### src/logic/acrr_pkg.sv
// Constants, register map and field layout of the configuration registers.
// Assumes a single ref_clk domain and a plain strobe register port.
`default_nettype none
package acrr_pkg;
  localparam int unsigned WORD_W = 16;
  localparam int unsigned ADDR_W = 4;
  localparam logic [3:0] ADDR_CFG1 = 4'h1;
  localparam logic [3:0] ADDR_CFG2 = 4'h2;
  localparam logic [3:0] ADDR_ALERT = 4'h3;
  localparam logic [15:0] CFG1_RESET = 16'h0000;
  localparam logic [15:0] CFG2_RESET = 16'h0000;
  localparam logic [15:0] ALERT_RESET = 16'h0000;
  localparam int unsigned ADDR_LSB = 12;
  localparam int unsigned BIT_PWR = 0;
  localparam int unsigned BIT_REF = 1;
  localparam int unsigned BIT_RES = 2;
  localparam int unsigned OSR_LSB = 6;
  localparam int unsigned OSR_MSB = 8;
  localparam logic [11:0] CFG1_MASK = 12'h1FF;
  localparam int unsigned BIT_LANE = 8;
  localparam logic [11:0] CFG2_MASK = 12'h100;
  localparam int unsigned BIT_SETUPF = 8;
  localparam int unsigned BIT_CRCWF = 9;
  localparam logic [11:0] ALERT_MASK = 12'h230;
  localparam logic [7:0] CODE_SOFT = 8'h3C;
  localparam logic [7:0] CODE_HARD = 8'hFF;
  localparam logic [2:0] OSR_X2 = 3'h1;
  localparam logic [2:0] OSR_X4 = 3'h2;
  localparam logic [2:0] OSR_X8 = 3'h3;
  localparam logic [3:0] RATIO_OFF = 4'h0;
  localparam logic [3:0] RATIO_X2 = 4'h2;
  localparam logic [3:0] RATIO_X4 = 4'h4;
  localparam logic [3:0] RATIO_X8 = 4'h8;
  typedef enum logic [1:0] {
    ACRR_IDLE_type_s = 2'b00,
    ACRR_SOFT_s      = 2'b01,
    ACRR_HARD_s      = 2'b11
  } acrr_rst_type;
endpackage
`default_nettype wire

### src/logic/acrr_cmd_if.sv
// Reset command carrier between the register core and its sequencer.
// Assumes both ends run on ref_clk.
`default_nettype none
interface acrr_cmd_if;
  logic softReq;
  logic hardReq;
  logic softPulse;
  logic hardPulse;
  modport core (output softReq, output hardReq,
                input softPulse, input hardPulse);
  modport seq (input softReq, input hardReq,
               output softPulse, output hardPulse);
endinterface
`default_nettype wire

### src/logic/adc_config_reset_registers.sv
// Register core: configuration words, alert flags and reset commands.
// Assumes a host on the same clock using one-cycle read/write strobes.
//
// The address-and-strobe port was left to the implementer.
`default_nettype none
module adc_config_reset_registers
  import acrr_pkg::*;
(
  input  wire logic        ref_clk,        // 250 MHz clock
  input  wire logic        rst,            // Async reset, high
  input  wire logic [3:0]  regAddr,        // Register address
  input  wire logic [15:0] wrData,         // Write word
  input  wire logic        wrStb,          // Write strobe
  input  wire logic        rdStb,          // Read strobe
  output logic      [15:0] rdData,         // Read word, next cycle
  input  wire logic        alertHighEv,    // Alert high event
  input  wire logic        alertLowEv,     // Alert low event
  input  wire logic        crcFaultEv,     // Write checksum fault
  input  wire logic        setupFaultEv,   // Setup load failure
  output logic             resolutionBoost,   // Wider results
  output logic             referenceSourceSelect, // 1 = external
  output logic             powerDownSelect,   // 1 = power-down
  output logic      [3:0]  oversamplingRatio, // 0 = off
  output logic             outputLaneSelect,  // 1 = one lane
  output logic             secondLaneData,    // Lane two carries data
  output logic             softResetPulse,    // Soft reset strobe
  output logic             hardResetPulse,    // Hard reset strobe
  output logic             setupRestart       // Setup restart strobe
);
  import acrr_pkg::*;

  // ----------------------------------------------------------------
  // Storage
  // ----------------------------------------------------------------
  logic [11:0] cfg1_r;
  logic [11:0] cfg2_r;
  logic [11:0] alert_r;
  logic [11:0] alert_nxt;
  logic [15:0] rdData_r;
  logic [15:0] rdData_nxt;
  acrr_cmd_if  cmd ();

  // ----------------------------------------------------------------
  // Decode
  // ----------------------------------------------------------------
  wire logic wrCfg1  = wrStb && (regAddr == ADDR_CFG1);
  wire logic wrCfg2  = wrStb && (regAddr == ADDR_CFG2);
  wire logic rdAlert = rdStb && (regAddr == ADDR_ALERT);
  wire logic [7:0] cmdByte = wrData[7:0];
  assign cmd.softReq = wrCfg2 && (cmdByte == CODE_SOFT);
  assign cmd.hardReq = wrCfg2 && (cmdByte == CODE_HARD);
  wire logic softNow = cmd.softPulse;
  wire logic hardNow = cmd.hardPulse;

  // Events: set wins over read-clear; setup flag ignores reads
  wire logic [11:0] evSet = {2'b00, crcFaultEv, setupFaultEv,
                             2'b00, alertHighEv, alertLowEv, 4'h0};
  wire logic [11:0] readClr = rdAlert ? ALERT_MASK : 12'h000;
  wire logic [11:0] softClr = softNow ? ALERT_MASK : 12'h000;
  wire logic [11:0] hardClr = hardNow ? 12'hFFF : 12'h000;
  assign alert_nxt = ((alert_r & ~(readClr | softClr | hardClr)) | evSet)
                     & (ALERT_MASK | 12'h100);

  // Address stamped into every returned word
  always_comb begin
    rdData_nxt = 16'h0000;
    if (rdStb) begin
      unique case (regAddr)
        ADDR_CFG1:  rdData_nxt = {ADDR_CFG1, cfg1_r};
        ADDR_CFG2:  rdData_nxt = {ADDR_CFG2, cfg2_r};
        ADDR_ALERT: rdData_nxt = {ADDR_ALERT, alert_r};
        default:    rdData_nxt = {regAddr, 12'h000};
      endcase
    end
  end

  // ----------------------------------------------------------------
  // Registers
  // ----------------------------------------------------------------
  always_ff @(posedge ref_clk or posedge rst) begin
    if (rst) begin
      cfg1_r <= CFG1_RESET[11:0];
    end else if (hardNow) begin
      cfg1_r <= CFG1_RESET[11:0];
    end else if (wrCfg1) begin
      cfg1_r <= wrData[11:0] & CFG1_MASK;
    end
  end

  // Reset byte never stored: one-shot command
  always_ff @(posedge ref_clk or posedge rst) begin
    if (rst) begin
      cfg2_r <= CFG2_RESET[11:0];
    end else if (hardNow) begin
      cfg2_r <= CFG2_RESET[11:0];
    end else if (wrCfg2) begin
      cfg2_r <= wrData[11:0] & CFG2_MASK;
    end
  end

  always_ff @(posedge ref_clk or posedge rst) begin
    if (rst) begin
      alert_r <= ALERT_RESET[11:0];
    end else begin
      alert_r <= alert_nxt;
    end
  end

  always_ff @(posedge ref_clk or posedge rst) begin
    if (rst) begin
      rdData_r <= 16'h0000;
    end else begin
      rdData_r <= rdData_nxt;
    end
  end

  // ----------------------------------------------------------------
  // Submodules and outputs
  // ----------------------------------------------------------------
  acrr_reset_seq uSeq (
    .ref_clk (ref_clk),
    .rst     (rst),
    .cmd     (cmd)
  );

  acrr_ratio_dec uDec (
    .ratioCode (cfg1_r[OSR_MSB:OSR_LSB]),
    .boostBit  (cfg1_r[BIT_RES]),
    .ratio     (oversamplingRatio),
    .boostOn   (resolutionBoost)
  );

  assign rdData = rdData_r;
  assign referenceSourceSelect = cfg1_r[BIT_REF];
  assign powerDownSelect = cfg1_r[BIT_PWR];
  assign outputLaneSelect = cfg2_r[BIT_LANE];
  assign secondLaneData = !cfg2_r[BIT_LANE];
  assign softResetPulse = softNow;
  assign hardResetPulse = hardNow;
  assign setupRestart = hardNow;
endmodule
`default_nettype wire

### src/logic/acrr_reset_seq.sv
// One-shot reset sequencer: turns a reset code write into a single pulse.
// Assumes requests come from logic on ref_clk.
`default_nettype none
module acrr_reset_seq
  import acrr_pkg::*;
(
  input  wire logic ref_clk, // Clock
  input  wire logic rst,     // Async reset
  acrr_cmd_if.seq   cmd      // Command carrier
);
  import acrr_pkg::*;
  acrr_rst_type state_r;
  acrr_rst_type state_nxt;

  // Hard wins over soft; each request yields one pulse
  always_comb begin
    state_nxt = ACRR_IDLE_type_s;
    unique case (state_r)
      ACRR_IDLE_type_s: begin
        if (cmd.hardReq) begin
          state_nxt = ACRR_HARD_s;
        end else if (cmd.softReq) begin
          state_nxt = ACRR_SOFT_s;
        end
      end
      // Back-to-back writes must not be dropped
      ACRR_SOFT_s, ACRR_HARD_s: begin
        if (cmd.hardReq) begin
          state_nxt = ACRR_HARD_s;
        end else if (cmd.softReq) begin
          state_nxt = ACRR_SOFT_s;
        end
      end
      default:     state_nxt = ACRR_IDLE_type_s;
    endcase
  end

  always_ff @(posedge ref_clk or posedge rst) begin
    if (rst) begin
      state_r <= ACRR_IDLE_type_s;
    end else begin
      state_r <= state_nxt;
    end
  end

  assign cmd.softPulse = (state_r == ACRR_SOFT_s);
  assign cmd.hardPulse = (state_r == ACRR_HARD_s);
endmodule
`default_nettype wire

### src/logic/acrr_ratio_dec.sv
// Oversampling ratio and effective resolution decode.
// Assumes a stable configuration word from the register core.
`default_nettype none
module acrr_ratio_dec
  import acrr_pkg::*;
(
  input  wire logic [2:0] ratioCode, // Ratio field
  input  wire logic       boostBit,  // Resolution bit
  output logic      [3:0] ratio,     // Decoded ratio, 0 = off
  output logic            boostOn    // Wider results active
);
  import acrr_pkg::*;
  wire logic isX2 = (ratioCode == OSR_X2);
  wire logic isX4 = (ratioCode == OSR_X4);
  wire logic isX8 = (ratioCode == OSR_X8);
  assign ratio = isX2 ? RATIO_X2 : isX4 ? RATIO_X4 :
                 isX8 ? RATIO_X8 : RATIO_OFF;
  assign boostOn = boostBit && (ratio != RATIO_OFF);
endmodule
`default_nettype wire

### config.mk
export PLATFORM = sky130hd
export DESIGN_NAME = adc_config_reset_registers
export DESIGN_NICKNAME = d
export VERILOG_FILES = /design/src/logic/acrr_pkg.sv /design/src/logic/acrr_cmd_if.sv /design/src/logic/adc_config_reset_registers.sv /design/src/logic/acrr_reset_seq.sv /design/src/logic/acrr_ratio_dec.sv
export SDC_FILE = /design/constraint.sdc
export NUM_CORES = 1
export LEC_CHECK = 0
export BUFFER_PORTS_ARGS = -buffer_cell sky130_fd_sc_hd__buf_2
export CAP_MARGIN = 20
export CORE_MARGIN = 5
export CORE_UTILIZATION = 30
export CTS_BUF_LIST = sky130_fd_sc_hd__clkbuf_4
export DETAILED_ROUTE_END_ITERATION = 6
export PLACE_DENSITY = 0.61
export SLEW_MARGIN = 30
export SYNTH_ARGS = -nofsm -noshare
export SYNTH_HDL_FRONTEND = slang
export SYNTH_SLANG_ARGS = --single-unit
export TNS_END_PERCENT = 100
### constraint.sdc
create_clock -name ref_clk -period 1.2 [get_ports ref_clk]
set_clock_uncertainty 0.05 [all_clocks]
set_input_delay 0.18 -clock ref_clk [delete_from_list [all_inputs] [get_ports ref_clk]]
set_output_delay 0.18 -clock ref_clk [all_outputs]
set_load 0.02 [all_outputs]
==> impl_metrics.csv <==
group,metric,value,unit
power_and_ir_drop,power_leakage,0.929,nW
setup_path,crit_arrival,1190,ps
timing,setup-violations-final,7,
power_and_ir_drop,ir_drop,0.280,mV
drt,drc,0,
cts,path_clk_slew,90,ps
power_and_ir_drop,power_density,1210,nW/um2
drt,drt_iter0_markers,57,
setup_path,cp_slowest_cell,"dfrtp_1",
timing,setup_ws,-223,ps
drt,dr_wl_met2,1.60,mm
global_routing,grt_max_degree,31,
global_routing,grt_pass1_wl,5.23,mm
drt,routed-via-count,1077,
setup_path,cp_cell_sequence,"nor2_1, nor3b_1, buf_2",
die,start_util,30.5,%
setup_path,crit_type,"flop to output pin",
setup_path,cp-start-kind,"flop",
timing,period_share,119,%
setup_path,critPathMaxStageDelay,420,ps
yosys,synth_compound_area_share,11.3,%
placed_design,dp_hpwl,2.27,mm
yosys,synth_top_area_share,57.3,%
yosys,synthTopCellsByArea,"dfrtp_1, and2_1, a21oi_1",
worst_hold_path,hold_path_class,"primary input to flop",
die,die_h,76.1,um
final_layout,antennaDiodeCount,0,
timing,max_freq,0.703,GHz
global_routing,antenna_found_initial,0,
yosys,synth_xor_area_share,0,%
yosys,synth_edf_count,0,
final_layout,syn2layout_area_growth,39.8,%
final_layout,layout-drive-gt1-share,42.3,%
yosys,synthSimpleGateAreaFrac,20.8,%
final_layout,final_cell_mix,"buf_2, dfrtp_1, buf_4",
cts,htree_levels,2,
cts,clock_latency,330,ps
timing,slew_violations,0,
drt,avgRoutedWirePerCell,12.7,um
yosys,synth_top_family_by_area,"simple AND/OR/NAND/NOR gates",
die,die_w,76.1,um
yosys,synth.avg_cell_area,10.8,um2
cts,cts_buffers,5,
yosys,seq_area_frac_synth,57.3,%
timing,min_period,1420,ps
status,status,"finished with violations",
run,drv_cap,0,
yosys,synthCells,121,
final_layout,layout.cells.most_common,"buf_2",
yosys,yosys_warnings,0,
die,pin_count,56,
cts,clockBufferDepth,2,
cts,cts_sinks,30,
yosys,synth-seq-cells,30,
global_routing,grt_pass1_vias,1102,
yosys,synthArstFlopShare,100,%
drt,wl,3.05,mm
drt,ant_nets,0,
die,core_area,4290,um2
timing,finalHoldViolations,0,
drt,drtPass1Iterations,4,
yosys,yosys.area.top_type,"dfrtp_1",
global_routing,grt_overflow_total,0,
final_layout,postLayoutCoreUtil,42.7,%
placed_design,place_congestion,0.778,
drt,wl_met1,1.18,mm
cts,ctsRootBufferMaster,"clkbuf_4",
status,violations,"setup timing",
global_routing,grt.total_usage,11.2,%
cts,cts_tree,"yes",
yosys,synth_fa_ha_area_share,0,%
placed_design,io_buffer_count,45,
yosys,synth_flop_cell,"dfrtp_1",
setup_path,required,970,ps
die,rows,24,
timing,rsz0062_at_grt,"true",
setup_path,endpoint_kind,"output pin",
drt,highest_layer,"met4",
drt,wl_met3,203,um
setup_path,crit_fanout,6,
yosys,netlist_area,1310,um2
final_layout,fin_nets,216,
yosys,muxShareOfSynthArea,3.15,%
die,dieArea,5790,um2
drt,viasPerCell,4.47,
yosys,synth_cell_type_count,29,
power_and_ir_drop,total_power,2.22,mW
[stage by stage]
stage                     worst slack (ps)  cells  area, um2  hold slack, ps  setup TNS [ps]
after floorplan                       23.8    123       1320             221               0
after global routing                  -309    241       1830            45.2           -1470
final                                 -223    241       1830            56.9            -897
after detailed placement             -65.1    221       1610             225            -458
after CTS                             -228    240       1780            38.5           -1020
after global placement               -52.3    221       1610             221            -464
[synth_stat cells (3+ instances only)]
| master | n |
|---|---|
| mux2i_1 | 3 |
| buf_6 | 3 |
| nor2b_1 | 3 |
| nor2_1 | 7 |
| a21o_1 | 4 |
| and2_1 | 9 |
| a21oi_1 | 10 |
| nand3_1 | 9 |
| nor3b_1 | 3 |
| inv_1 | 3 |
| o21ai_1 | 9 |
| dfrtp_1 | 30 |
| buf_4 | 6 |
| nand2_1 | 7 |
[routing by layer]
| layer | up-vias | global-route usage (%) |
|---|---|---|
| li1 | 545 | - |
| met1 | 496 | 11.8 |
| met2 | 30 | 20.1 |
| met3 | 6 | 3.90 |
| met4 | 0 | 4.72 |
| met5 | - | 0 |
[repair_timing]
item,in CTS,in global routing
hold buffers,5,0
endpoints found under the setup margin,8,9
setup buffers,6,1
gates resized for setup,10,11
pin swaps,2,4
endpoints found under the hold margin,34,0
[critical path: cells and delay by family (launching register included)]
kind | cells | cell delay (ps)
AND/OR/NAND/NOR | 2 | 250
buffers and inverters | 1 | 200
flip-flops | 1 | 420
[logic make-up after synthesis]
kind of cell / Yosys count
flops: 30
mux: 4
buf+inv: 13
other cells: 1
compound gates: 26
simple gates: 47
[final cells by class]
cell class | count | area [um2]
Fill cell | 423 | 2460
Sequential cell | 30 | 752
Multi-Input combinational cell | 80 | 502
Timing Repair Buffer | 67 | 439
Tap cell | 52 | 65.1
Clock buffer | 6 | 45.0
Inverter | 4 | 20.0
Clock inverter | 2 | 8.76
[sequential cells by signal (all words and copies together), names as in the netlist]
signal,cells
rdData,14
cfg1_r,9
alert_r,4
uSeq.state_r,2
cfg2_r,1
[power breakdown]
group / total (mW) / switching, mW / internal, mW / leakage [nW]
registers: 1.16 / 0.0652 / 1.09 / 0.378
logic: 0.492 / 0.256 / 0.236 / 0.518
clock network: 0.571 / 0.329 / 0.242 / 0.0331
[worst paths after layout]
check / start / to / slack, ps / cells past startpoint
setup / recovery: cfg1_r[7] / resolutionBoost / -220 / 3
hold / removal: wrData[3] / cfg1_r[3] / 60 / 3
setup reg to reg: cfg1_r[8] / rdData[8] / 0 / 4
hold reg to reg: alert_r[5] / alert_r[5] / 430 / 1
max in group asynchronous: rst / cfg1_r[8] / 390 / 4
min in group asynchronous: rst / cfg1_r[3] / 400 / 4
No activity file was read; power rests on OpenSTA's default activity.
